**config.mk**
```make
export PLATFORM = sky130hd
export DESIGN_NAME = ubdo_top
export DESIGN_NICKNAME = d
export VERILOG_FILES = /design/src/design/ubdo_pkg.sv /design/src/design/ubdo_eval_if.sv /design/src/design/ubdo_eval.sv /design/src/design/ubdo_top.sv
export VERILOG_INCLUDE_DIRS = /design/src /design/src/design
export SDC_FILE = /design/constraint.sdc
export NUM_CORES = 2
export LEC_CHECK = 0
export BUFFER_PORTS_ARGS = -buffer_cell sky130_fd_sc_hd__buf_4
export CELL_PAD_IN_SITES_DETAIL_PLACEMENT = 0
export CELL_PAD_IN_SITES_GLOBAL_PLACEMENT = 2
export CORE_AREA = 2 2 358 360
export CTS_CLUSTER_DIAMETER = 80
export DETAILED_ROUTE_END_ITERATION = 7
export DIE_AREA = 0 0 360 362
export PLACE_DENSITY = 0.84
export SYNTH_ARGS = -nofsm -noshare
export SYNTH_HDL_FRONTEND = slang
export SYNTH_SLANG_ARGS = --single-unit
```
**constraint.sdc**
```tcl
create_clock -name pclk -period 8 [get_ports pclk]
set_input_delay 0.4 -clock pclk [delete_from_list [all_inputs] [get_ports pclk]]
set_output_delay 0.4 -clock pclk [all_outputs]
set_load 0.01 [all_outputs]
```
**src/design/ubdo_defs.svh**
```systemverilog
// Purpose: Constants of the descriptor ownership block: bit positions, offsets, reset values.
// Assumes: Included by its bare name from every file that needs a figure.
// Notes:   Definitions only.
`ifndef UBDO_DEFS_SVH
`define UBDO_DEFS_SVH

// Status byte fields, same positions in both views where shared.
`define UBDO_OWN_BIT      7
`define UBDO_DTS_BIT      6
`define UBDO_RSV_HI       5
`define UBDO_RSV_LO       4
`define UBDO_TOGGLE_CHECK_ENABLE_BIT    3
`define UBDO_BUFFER_STALL_ENABLE_BIT   2
`define UBDO_PID_HI       5
`define UBDO_PID_LO       2
`define UBDO_CNT_HI       1
`define UBDO_CNT_LO       0

// Token packet identifiers as they travel on the bus.
`define UBDO_PID_OUT      4'h1
`define UBDO_PID_IN       4'h9
`define UBDO_PID_SETUP    4'hd

// Descriptor window: paddr[11:9] selects it, paddr[8:3] the descriptor, paddr[2] count byte.
`define UBDO_DESC_REGION  3'h0
`define UBDO_DESC_CNT_SEL 2

// Control and status registers.
`define UBDO_OFF_INT_STAT 12'h200
`define UBDO_OFF_INT_MASK 12'h204
`define UBDO_OFF_EP_STALL 12'h208
`define UBDO_OFF_CTRL     12'h20c
`define UBDO_OFF_LAST     12'h210

// Interrupt status and mask layout.
`define UBDO_INT_W        3
`define UBDO_INT_DONE     0
`define UBDO_INT_STALL    1
`define UBDO_INT_MISMATCH 2

// Control register layout.
`define UBDO_CTRL_KEEP    0

// Reset values.
`define UBDO_RST_INT      3'h0
`define UBDO_RST_EP       16'h0000
`define UBDO_RST_KEEP     1'b0
`define UBDO_RST_LAST     12'h000

`endif

```
**src/design/ubdo_pkg.sv**
```systemverilog
// Purpose: Types shared by the descriptor ownership block.
// Assumes: Nothing beyond the constants header.
// Notes:   Handshake codes are an enum with default encoding, 0 to 3 in the order listed.
package ubdo_pkg;

   // Handshake the engine returns for a token.
   typedef enum logic [1:0] {
      hs_none,
      hs_ack,
      hs_nak,
      hs_stall
   } ubdo_hs_t;

endpackage : ubdo_pkg

```
**src/design/ubdo_eval_if.sv**
```systemverilog
// Purpose: Carries one token and its descriptor to the evaluator and the verdict back.
// Assumes: The evaluator is purely combinational.
// Notes:   Used only between the top module and its evaluator.
`timescale 1ns/100ps
interface ubdo_eval_if;
   import ubdo_pkg::*;

   logic [7:0] status;
   logic [7:0] count;
   logic [3:0] pid;
   logic       odd;
   logic       err;
   logic [9:0] len;
   logic       keep;
   ubdo_hs_t   hs;
   logic [7:0] new_status;
   logic [7:0] new_count;
   logic       upd;
   logic       buf_wr;
   logic       ev_done;
   logic       ev_stall;
   logic       ev_mismatch;

   // Evaluator side.
   modport eval (input status, count, pid, odd, err, len, keep,
                 output hs, new_status, new_count, upd, buf_wr, ev_done, ev_stall, ev_mismatch);
   // Register file side.
   modport ctrl (output status, count, pid, odd, err, len, keep,
                 input hs, new_status, new_count, upd, buf_wr, ev_done, ev_stall, ev_mismatch);
endinterface : ubdo_eval_if

```
**src/design/ubdo_eval.sv**
```systemverilog
// Purpose: Decides the handshake and the descriptor update for one token.
// Assumes: Inputs are the descriptor as stored when the token is taken.
// Notes:   Combinational; the caller registers every result.
`timescale 1ns/100ps
`include "ubdo_defs.svh"
module ubdo_eval
   import ubdo_pkg::*;
(
   // Token and descriptor in, verdict out.
   ubdo_eval_if.eval ev
);

   ////////////////////////////////////////////////////////////////////////////////
   // Decision, in priority order: ownership, stall, error, overflow, toggle, accept.
   always_comb begin
      logic is_rx;
      logic [9:0] limit;
      is_rx          = (ev.pid != `UBDO_PID_IN);
      limit          = {ev.status[`UBDO_CNT_HI:`UBDO_CNT_LO], ev.count};
      ev.hs          = hs_nak;
      ev.new_status  = ev.status;
      ev.new_count   = ev.count;
      ev.upd         = 1'b0;
      ev.buf_wr      = 1'b0;
      ev.ev_done     = 1'b0;
      ev.ev_stall    = 1'b0;
      ev.ev_mismatch = 1'b0;
      if (!ev.status[`UBDO_OWN_BIT]) begin
         ev.hs = hs_nak; // Core owns it; the engine leaves it alone.
      end else if (ev.status[`UBDO_BUFFER_STALL_ENABLE_BIT] && ev.pid != `UBDO_PID_SETUP) begin
         ev.hs       = hs_stall;
         ev.ev_stall = 1'b1;     // Descriptor stays as it is.
      end else if (ev.err) begin
         ev.hs = hs_nak;
      end else if (is_rx && ev.len > limit) begin
         ev.hs = hs_nak; // More data than the buffer holds; nothing updated.
      end else if (is_rx && ev.status[`UBDO_TOGGLE_CHECK_ENABLE_BIT] && ev.odd != ev.status[`UBDO_DTS_BIT]) begin
         ev.hs          = hs_ack; // Data dropped, ownership kept, still acknowledged.
         ev.ev_mismatch = 1'b1;
      end else begin
         // Toggle value plays no part when checking is off.
         ev.hs      = hs_ack;
         ev.upd     = 1'b1;
         ev.buf_wr  = is_rx;
         ev.ev_done = 1'b1;
         // Engine view: ownership, untouched bit 6, token PID, count high bits.
         ev.new_status[`UBDO_OWN_BIT]                = ev.keep && !ev.status[`UBDO_BUFFER_STALL_ENABLE_BIT];
         ev.new_status[`UBDO_PID_HI:`UBDO_PID_LO]    = ev.pid;
         ev.new_status[`UBDO_CNT_HI:`UBDO_CNT_LO]    = ev.len[9:8];
         ev.new_count                                = ev.len[7:0];
      end
   end

endmodule : ubdo_eval

```
**src/design/ubdo_top.sv**
```systemverilog
// Purpose: Buffer descriptor table with ownership handshake, seen by software over APB
//          and by the serial interface engine through a token port.
// Assumes: Token inputs are synchronous to pclk; tok_desc is below NUM_DESC.
// Notes:   Descriptor bytes have no reset value, like the shared RAM they model.
//
// Function
// - Status bit 7 is the ownership flag deciding who may update the descriptor.
// - Core can read the status byte while the engine owns it, and vice versa.
// - Once engine owns it, it writes token PID and transfer count into the descriptor.
// - Engine clears ownership on completion, unless keep-ownership is on and buffer stall is off.
// - Core accesses to engine-owned descriptors are not blocked; results may be wrong.
// - With toggle check on, received data parity is compared with the expected toggle bit.
// - Toggle mismatch: data dropped, no done flag, ownership kept, ACK still sent.
// - Good toggle or no check: ACK, release, done flag, update; errored packet: NAK.
// - Buffer stall on: any token but SETUP using the descriptor is answered with STALL.
// - Each STALL sets the endpoint stall indicator and raises a stall interrupt.
// - During stall descriptor stays owned and unchanged; SETUP clears stall and releases.
// - Status bits 1:0 hold count bits 9:8; count byte holds bits 7:0.
// - Byte count is 10 bits, 0 to 1023: bytes to send or most to accept.
// - Engine view bits 5:2 report the PID of the last IN, OUT or SETUP token.
//
// Chosen here: the placing of the registers and register access over APB.
`timescale 1ns/100ps
`include "ubdo_defs.svh"
module ubdo_top
   import ubdo_pkg::*;
#(
   parameter int NUM_DESC = 64
)
(
   // Clock and reset.
   input  wire logic        pclk,
   input  wire logic        presetn,
   // APB slave.
   input  wire logic        psel,
   input  wire logic        penable,
   input  wire logic        pwrite,
   input  wire logic [11:0] paddr,
   input  wire logic [31:0] pwdata,
   output logic      [31:0] prdata,
   output logic             pready,
   output logic             pslverr,
   // Token port from the serial interface engine.
   input  wire logic        tok_valid,
   input  wire logic [3:0]  tok_pid,
   input  wire logic [5:0]  tok_desc,
   input  wire logic [3:0]  tok_ep,
   input  wire logic        tok_odd,
   input  wire logic        tok_err,
   input  wire logic [9:0]  tok_len,
   // Verdict back to the engine.
   output logic             hs_valid,
   output ubdo_hs_t         hs_code,
   output logic             buf_wr_en,
   // Interrupt.
   output logic             irq
);

   ////////////////////////////////////////////////////////////////////////////////
   // Storage and registers.
   logic [7:0]             status_mem [NUM_DESC];
   logic [7:0]             count_mem  [NUM_DESC];
   logic                   pready_r;
   logic [31:0]            prdata_r;
   logic                   pslverr_r;
   logic [`UBDO_INT_W-1:0] int_stat_r;
   logic [`UBDO_INT_W-1:0] int_mask_r;
   logic [15:0]            ep_stall_r;
   logic                   keep_r;
   logic [11:0]            last_r;
   logic                   hs_valid_r;
   ubdo_hs_t               hs_code_r;
   logic                   buf_wr_r;
   logic                   irq_r;
   logic [3:0]             last_ep_r;

   logic                   acc_phase;
   logic                   wr_fire;
   logic [5:0]             a_idx;
   logic [31:0]            rd_mux;
   logic [`UBDO_INT_W-1:0] int_set;
   logic [7:0]             status_rd;

   ubdo_eval_if ev ();

   ////////////////////////////////////////////////////////////////////////////////
   // Address decoding, used for reads, writes and the error answer.
   function automatic logic is_desc(input logic [11:0] a);
      return (a[11:9] == `UBDO_DESC_REGION) && (32'(a[8:3]) < NUM_DESC);
   endfunction : is_desc

   function automatic logic is_mapped(input logic [11:0] a);
      logic [11:0] w;
      w = {a[11:2], 2'b00};
      return is_desc(a) || w == `UBDO_OFF_INT_STAT || w == `UBDO_OFF_INT_MASK ||
             w == `UBDO_OFF_EP_STALL || w == `UBDO_OFF_CTRL || w == `UBDO_OFF_LAST;
   endfunction : is_mapped

   function automatic logic hit(input logic [11:0] a, input logic [11:0] off);
      return {a[11:2], 2'b00} == off;
   endfunction : hit

   // One wait state: the first access cycle prepares the answer, the second completes it.
   assign acc_phase = psel && penable && !pready_r;
   assign wr_fire   = psel && penable && pready_r && pwrite;
   assign a_idx     = paddr[8:3];
   assign status_rd = status_mem[tok_desc];

   ////////////////////////////////////////////////////////////////////////////////
   // Evaluator hookup.
   assign ev.status = status_rd;
   assign ev.count  = count_mem[tok_desc];
   assign ev.pid    = tok_pid;
   assign ev.odd    = tok_odd;
   assign ev.err    = tok_err;
   assign ev.len    = tok_len;
   assign ev.keep   = keep_r;

   ubdo_eval u_eval (
      .ev (ev.eval)
   );

   ////////////////////////////////////////////////////////////////////////////////
   // Read multiplexer; status bytes read back whoever owns them.
   always_comb begin
      rd_mux = 32'h0000_0000;
      if (is_desc(paddr)) begin
         if (paddr[`UBDO_DESC_CNT_SEL]) begin
            rd_mux = {24'h00_0000, count_mem[a_idx]};
         end else begin
            rd_mux = {24'h00_0000, status_mem[a_idx]}; // No ownership check on reads.
         end
      end else if (hit(paddr, `UBDO_OFF_INT_STAT)) begin
         rd_mux = {29'h0000_0000, int_stat_r};
      end else if (hit(paddr, `UBDO_OFF_INT_MASK)) begin
         rd_mux = {29'h0000_0000, int_mask_r};
      end else if (hit(paddr, `UBDO_OFF_EP_STALL)) begin
         rd_mux = {16'h0000, ep_stall_r};
      end else if (hit(paddr, `UBDO_OFF_CTRL)) begin
         rd_mux = {31'h0000_0000, keep_r};
      end else if (hit(paddr, `UBDO_OFF_LAST)) begin
         rd_mux = {20'h0_0000, last_r};
      end
   end

   // APB answer registers.
   always_ff @(posedge pclk or negedge presetn) begin
      if (!presetn) begin
         pready_r  <= 1'b0;
         prdata_r  <= 32'h0000_0000;
         pslverr_r <= 1'b0;
      end else begin
         pready_r  <= acc_phase;
         pslverr_r <= acc_phase && !is_mapped(paddr);
         prdata_r  <= (acc_phase && !pwrite) ? rd_mux : 32'h0000_0000;
      end
   end

   ////////////////////////////////////////////////////////////////////////////////
   // Descriptor memory; the engine write comes last so it wins on the same byte.
   always_ff @(posedge pclk) begin
      if (wr_fire && is_desc(paddr)) begin
         // Writes to engine-owned descriptors go through unblocked.
         if (paddr[`UBDO_DESC_CNT_SEL]) begin
            count_mem[a_idx] <= pwdata[7:0];
         end else begin
            status_mem[a_idx] <= pwdata[7:0];
         end
      end
      if (tok_valid && ev.upd) begin
         status_mem[tok_desc] <= ev.new_status;
         count_mem[tok_desc]  <= ev.new_count;
      end
   end

   ////////////////////////////////////////////////////////////////////////////////
   // Verdict registers toward the engine.
   always_ff @(posedge pclk or negedge presetn) begin
      if (!presetn) begin
         hs_valid_r <= 1'b0;
         hs_code_r  <= hs_none;
         buf_wr_r   <= 1'b0;
         last_ep_r  <= 4'h0;
      end else begin
         hs_valid_r <= tok_valid;
         hs_code_r  <= tok_valid ? ev.hs : hs_none;
         buf_wr_r   <= tok_valid && ev.buf_wr; // Dropped data is never written.
         if (tok_valid) begin
            last_ep_r <= tok_ep;
         end
      end
   end

   // Last token summary: handshake, PID and descriptor index.
   always_ff @(posedge pclk or negedge presetn) begin
      if (!presetn) begin
         last_r <= `UBDO_RST_LAST;
      end else if (tok_valid) begin
         last_r <= {ev.hs, tok_pid, tok_desc};
      end
   end

   ////////////////////////////////////////////////////////////////////////////////
   // Control register (keep ownership after completion) and interrupt mask.
   always_ff @(posedge pclk or negedge presetn) begin
      if (!presetn) begin
         keep_r     <= `UBDO_RST_KEEP;
         int_mask_r <= `UBDO_RST_INT;
      end else if (wr_fire) begin
         if (hit(paddr, `UBDO_OFF_CTRL)) begin
            keep_r <= pwdata[`UBDO_CTRL_KEEP];
         end
         if (hit(paddr, `UBDO_OFF_INT_MASK)) begin
            int_mask_r <= pwdata[`UBDO_INT_W-1:0];
         end
      end
   end

   // Interrupt status: set by events, cleared by writing one; a set in the clear cycle wins.
   always_comb begin
      int_set                     = '0;
      int_set[`UBDO_INT_DONE]     = tok_valid && ev.ev_done;
      int_set[`UBDO_INT_STALL]    = tok_valid && ev.ev_stall;
      int_set[`UBDO_INT_MISMATCH] = tok_valid && ev.ev_mismatch; // No done flag here.
   end

   always_ff @(posedge pclk or negedge presetn) begin
      if (!presetn) begin
         int_stat_r <= `UBDO_RST_INT;
      end else if (wr_fire && hit(paddr, `UBDO_OFF_INT_STAT)) begin
         int_stat_r <= (int_stat_r & ~pwdata[`UBDO_INT_W-1:0]) | int_set;
      end else begin
         int_stat_r <= int_stat_r | int_set;
      end
   end

   // Endpoint stall indicators, one per endpoint, write one to clear, set wins.
   always_ff @(posedge pclk or negedge presetn) begin
      if (!presetn) begin
         ep_stall_r <= `UBDO_RST_EP;
      end else begin
         ep_stall_r <= (ep_stall_r & ~((wr_fire && hit(paddr, `UBDO_OFF_EP_STALL)) ? pwdata[15:0] : 16'h0000))
                       | ((tok_valid && ev.ev_stall) ? (16'h0001 << tok_ep) : 16'h0000);
      end
   end

   // Level interrupt.
   always_ff @(posedge pclk or negedge presetn) begin
      if (!presetn) begin
         irq_r <= 1'b0;
      end else begin
         irq_r <= |(int_stat_r & int_mask_r);
      end
   end

   assign prdata    = prdata_r;
   assign pready    = pready_r;
   assign pslverr   = pslverr_r;
   assign hs_valid  = hs_valid_r;
   assign hs_code   = hs_code_r;
   assign buf_wr_en = buf_wr_r;
   assign irq       = irq_r;

   // Helper terms: a token the engine may act on, and one whose received data fits the buffer.
   logic owned_ok;
   logic plain_ok;
   assign owned_ok = tok_valid && status_rd[`UBDO_OWN_BIT] && !status_rd[`UBDO_BUFFER_STALL_ENABLE_BIT] && !tok_err;
   assign plain_ok = owned_ok && tok_pid != `UBDO_PID_IN && tok_len <= {status_rd[1:0], count_mem[tok_desc]};
endmodule : ubdo_top

```
## Word level (Yosys, flattened, before mapping)

Memories as Yosys holds them, arrays and structs flattened.
Cells that the tools add are included.
W data, S select, Z words.

| storage, ports and cells | value |
|---|---|
| flip-flop bits (word level) | 74 |
| memories | 2 |
| RAM bits | 1024 |
| output and inout bits | 39 |
| logic and storage cells | 119 |
| input port bits | 76 |
| memory bits (read-only) | 0 |
| latch bits | 0 |

| cells by class | value |
|---|---|
| reductions and logical operators | 31 |
| bitwise gates (word level) | 8 |
| multiplexer cells | 56 |
| add/subtract/negate cells | 0 |
| $mul | 0 |
| order comparisons | 1 |
| divide/modulo/power cells | 0 |
| eq/ne operators | 8 |
| shift operators | 1 |

Memories:

| memory | words | bits a word | read ports | clocked after Yosys merged registers in | write ports | RTL line | text |
|---|---|---|---|---|---|---|---|
| count_mem | 64 | 8 | 2 | 0 | 2 | ubdo_top.sv:62 | `logic [7:0] count_mem [NUM_DESC];` |
| status_mem | 64 | 8 | 2 | 0 | 2 | ubdo_top.sv:61 | `logic [7:0] status_mem [NUM_DESC];` |

Operators with widths:

| cell | number |
|---|---|
| $mux W16 | 5 |
| $mux W32 | 2 |
| $eq A10 B8 Y1 const B | 5 |
| $mux W8 | 6 |
| $mux W1 | 30 |
| $mux W6 | 5 |
| $mux W12 | 2 |
| $logic_and A1 B1 Y1 | 18 |
| $and A16 B16 Y16 | 1 |
| $not A16 Y16 | 1 |
| $or A16 B16 Y16 | 1 |
| $shl A1 B4 Y16 const A | 1 |
| $gt A10 B10 Y1 | 1 |
| $mux W2 | 5 |
| $ne A4 B4 Y1 const B | 2 |
| $and A3 B3 Y3 | 2 |
| $or A3 B3 Y3 | 2 |
| $logic_or A1 B1 Y1 | 5 |
| $logic_not A1 Y1 | 4 |
| $reduce_and A2 Y1 | 2 |
| $logic_not A3 Y1 | 1 |
| $mux W3 | 1 |
| $not A3 Y3 | 1 |
| $reduce_or A3 Y1 | 1 |
| $ne A1 B1 Y1 | 1 |

## Logic depth before layout (Yosys ltp)

| depth | value |
|---|---|
| depth after elaboration | 11 |
| mapped depth | 27 |
| mapped depth without buffers | 17 |

## Modules after synthesis

From an unflattened synthesis, not the netlist that was laid out.

| second synthesis, totals | value |
|---|---|
| cell total of the unflattened synthesis | 6873 |
| area, all modules | 63279.4 µm² |

Modules (own cells, without submodules):

| module | cells each | sequential area each (µm²) | area each (µm²) | instances |
|---|---|---|---|---|
| ubdo_top | 6797 | 32200.9 | 62635.1 | 1 |
| ubdo_eval | 76 | 0.0 | 644.4 | 1 |

## Worst setup path after synthesis

Ideal clock, no wire load.

| path | value |
|---|---|
| path kind | input to register |
| start point | input port tok_desc[1] |
| end point | memory count_mem[31][0], enable pin |
| buffers on the path | 9 |
| path slack | 1.744 ns |
| data required time | 7.612 ns |
| library setup time | 0.388 ns |
| stages | 23 |
| data arrival time | 5.869 ns |
| cell sequence | buf_6 buf_8 buf_6 nor3_1 clkbuf_1 clkbuf_1 buf_1 a22oi_1 a41o_1 o21ai_0 nor4_1 ha_1 a21o_1 a21o_1 a221o_1 a221o_1 a21oi_1 o2111ai_2 buf_6 or2_1 clkbuf_1 buf_2 o32ai_1 |

RTL lines:

| what | RTL line | text |
|---|---|---|
| start, declared | ubdo_top.sv:46 | `input wire logic [5:0] tok_desc,` |
| end, declared | ubdo_top.sv:62 |  |

==> reports/metrics.yaml <==
outcome:
  status: "complete, but fails checks"
  violations: "DRC, capacitance limit, slew limit"
setup_path:
  arrival_ns: 7.54
  start_kind: "input port"
  path_class: "in2reg"
  ff2ff_path_depth: 17
  crit_required_ns: 8.51
  cp_max_fo: 35
  r2r_end: "status_mem[36][4]$_DFFE_PP_"
  end_kind: "register"
  rrSetupSlack_ns: 1.38
  rr_startpoint: "count_mem[20][5]$_DFFE_PP_"
routing:
  post_drt_wl_per_cell_um: 43.1
  dr_wl_met2_um: 117000
  routed.top_layer: "met5"
  viasPerCell: 7.70
  totalWireLength_um: 284000
  drtIter0Drc: 10200
  wl_met1_um: 99500
  wl_met3_um: 45300
  ant_nets: 0
  num_vias: 50700
  drt_first_pass_iters: 8
  post-route-drc-count: 16
synth:
  ys_seq_area_share_pct: 52.3
  synth_top_cell_area_share_pct: 49.9
  ys_ff_latch: 1082
  synth_ff_type: "edfxtp_1"
  syn_avg_cell_area_um2: 12.8
  syn_inst: 4804
  yosys_warnings: 0
  synthesis.area_um2: 61600
  async_flop_share_pct: 5.36
  synth_top_area_cell: "edfxtp_1"
  synth_cell_types: 81
  synth_edf_count: 1024
  synth.area.top_cells: "edfxtp_1 50%, mux2_2 12%, mux2_1 7.2%"
die:
  die_x_um: 360
  pin_count: 115
  initial_utilization_pct: 48.6
  core_area_um2: 127000
  die_h_um: 362
  rows: 131
  die_area_um2: 130000
finish:
  fin_nets: 4892
  final_core_util_pct: 54.5
  final_common_cell: "edfxtp_1"
  layout-drive-gt1-share_pct: 29.6
  area_growth_pct: 12.1
  final_cell_mix: "1024 x edfxtp_1, 674 x mux2_2, 628 x o22ai_1"
clock_network:
  clock_path_buffers: 3
  cts.sinks: 1082
  clk_latency_ns: 0.80
  htreeDepth: 3
  root_buffer: "clkbuf_16"
  postCtsSetupBuffers: 0
  cts_resized: 0
  cts_tree: "yes"
  path_clk_slew_ns: 0.06
  cts_buffers: 115
timing:
  max_freq_ghz: 0.142
  finalHoldViolCount: 0
  min_period_ns: 7.03
  period_share_pct: 87.9
  maxSlewViolCount: 19
  setup_viol: 0
  skew_ns: 0.0547
  fin_tns_setup_ns: 0
  worstMarginPinSlew_ns: 1.54
  relSlewSlack_pct: -2.46
  rsz0062_at_grt: "no"
grt:
  grt_max_degree: 89
  antenna_found_initial: 26
  grt_pass1_vias: 47000
  gr-total-overflow: 0
  grt_pass1_wl_um: 386000
  grtUsageTotal_pct: 42.4
worst_hold_path:
  hold_depth: 3
  min_to: "ep_stall_r[8]$_DFF_PN0_"
  worstHoldStart: "tok_ep[2]"
  hold_path.class: "in2reg"
place:
  routabilityCongestion: 1.05
  port_buffers: 80
  dp_hpwl_um: 174000
pwr:
  p_sw_share_pct: 26.7
  seq_power_share_pct: 46.3
  power.share.clock_pct: 41.0
  p_switching_w: 0.00362
  pwr-share-comb_pct: 12.7
  power_density_nw_per_um2: 196
  leakage_nw: 22.2
  p_int_w: 0.00991
  ir_drop_uv: 180
flow_run:
  drv_cap: 3
## through the flow
step	hold WS (ns)	total power [W]	instance area, µm²	setup WS, ns	std cells
final	0.0426	0.0135	69100	0.967	6584
after global routing	0.0713	0.0137	69000	1.22	6561
after CTS	0.0172	0.0134	69000	1.90	6561
after detailed placement	0.462	0.00797	64900	1.10	6327
after global placement	0.458	0.00795	64900	1.15	6327
after floorplan	0.104	0.00726	61700	1.74	4819
## critical path, stage by stage
cell and delay (ns):
buf_4 0.60, and3b_4 0.55, a22o_1 0.35, a221oi_1 0.24, a31oi_1 0.12, buf_4 0.21
nor4_1 1.01, o21ai_0 0.43, a21oi_1 0.23, ha_1 0.27, and4_1 0.21, a221o_1 0.34
a221o_1 0.45, a21oi_1 0.22, buf_4 0.17, o2111ai_4 0.30, buf_4 0.42, nor4_4 0.21
buf_4 0.37, mux2_2 0.37
## sequential cells by signal (all words and copies together), names as in the netlist
name        count
count_mem     512
status_mem    512
ep_stall_r     16
prdata         16
last_r         12
int_mask_r      3
int_stat_r      3
hs_code         2
buf_wr_en       1
ev.keep         1
hs_valid        1
irq             1
pready          1
pslverr         1
## cell families (layout without fill, tap and decap cells)
| kind of cell | Yosys count | after routing | synth area share, % |
|---|---|---|---|
| adders and majority gates | 10 | 10 | 0.203 |
| muxes | 1155 | 1155 | 21.3 |
| and+or+nand+nor | 608 | 608 | 6.79 |
| other | 1 | 39 | 0.00609 |
| DFF | 1082 | 1082 | 52.3 |
| AOI/OAI and AO/OA | 1291 | 1291 | 14.5 |
| buffers and inverters | 657 | 737 | 4.96 |
## layout make-up
| type | instances | area (µm²) |
|---|---|---|
| inverter | 31 | 116 |
| timing repair buffer | 496 | 4240 |
| multi-input combinational | 3080 | 26600 |
| fill | 10500 | 57600 |
| antenna | 23 | 57.6 |
| sequential | 1082 | 32200 |
| clock inverter | 67 | 674 |
| tap | 1662 | 2080 |
| clock buffer | 143 | 3140 |
## worst max path at each step
stage	from	endpoint	slack, ns	cells past startpoint
finish	tok_desc[0]	status_mem[36][4]$_DFFE_PP_	0.97	20
global route	tok_desc[0]	count_mem[34][1]$_DFFE_PP_	1.22	21
CTS	tok_desc[0]	count_mem[34][7]$_DFFE_PP_	1.90	21
detailed placement	tok_desc[0]	count_mem[34][0]$_DFFE_PP_	1.10	20
global placement	tok_desc[0]	count_mem[34][3]$_DFFE_PP_	1.15	19
floorplan	tok_desc[1]	count_mem[31][0]$_DFFE_PP_	1.74	23
## repair_timing
| item | CTS | global route |
|---|---|---|
| hold endpoints to repair | 77 | 0 |
| endpoints found under the setup margin | 0 | 0 |
| hold buffers | 24 | 0 |
## power groups by stage
stage	Combinational, W	Sequential, W	Clock (W)
floorplan	0.000889	0.00637	0
global route	0.00172	0.00627	0.00574
detailed placement	0.00158	0.00639	0
finish	0.00172	0.00627	0.00555
global placement	0.00156	0.00638	0
CTS	0.00161	0.00627	0.00554
## synthesized netlist by cell type, types with 44 or more instances
master	number
a21oi_1	54
a221oi_1	66
a22o_1	52
a22oi_1	198
a31oi_1	47
buf_1	72
buf_4	55
buf_6	44
clkbuf_1	422
dfrtp_1	58
edfxtp_1	1024
mux2_1	394
mux2_2	674
mux2i_1	69
nand2_1	180
nor2_1	74
nor4_1	95
nor4_4	61
o21ai_0	58
o22ai_1	628
## routing by layer
metal / vias up / GRT usage (%)
li1: 19500 / -
met1: 25300 / 53.6
met2: 4792 / 59.7
met3: 1094 / 16.7
met4: 28 / 28.6
met5: - / 0
Power figures use the tool's default switching activity.
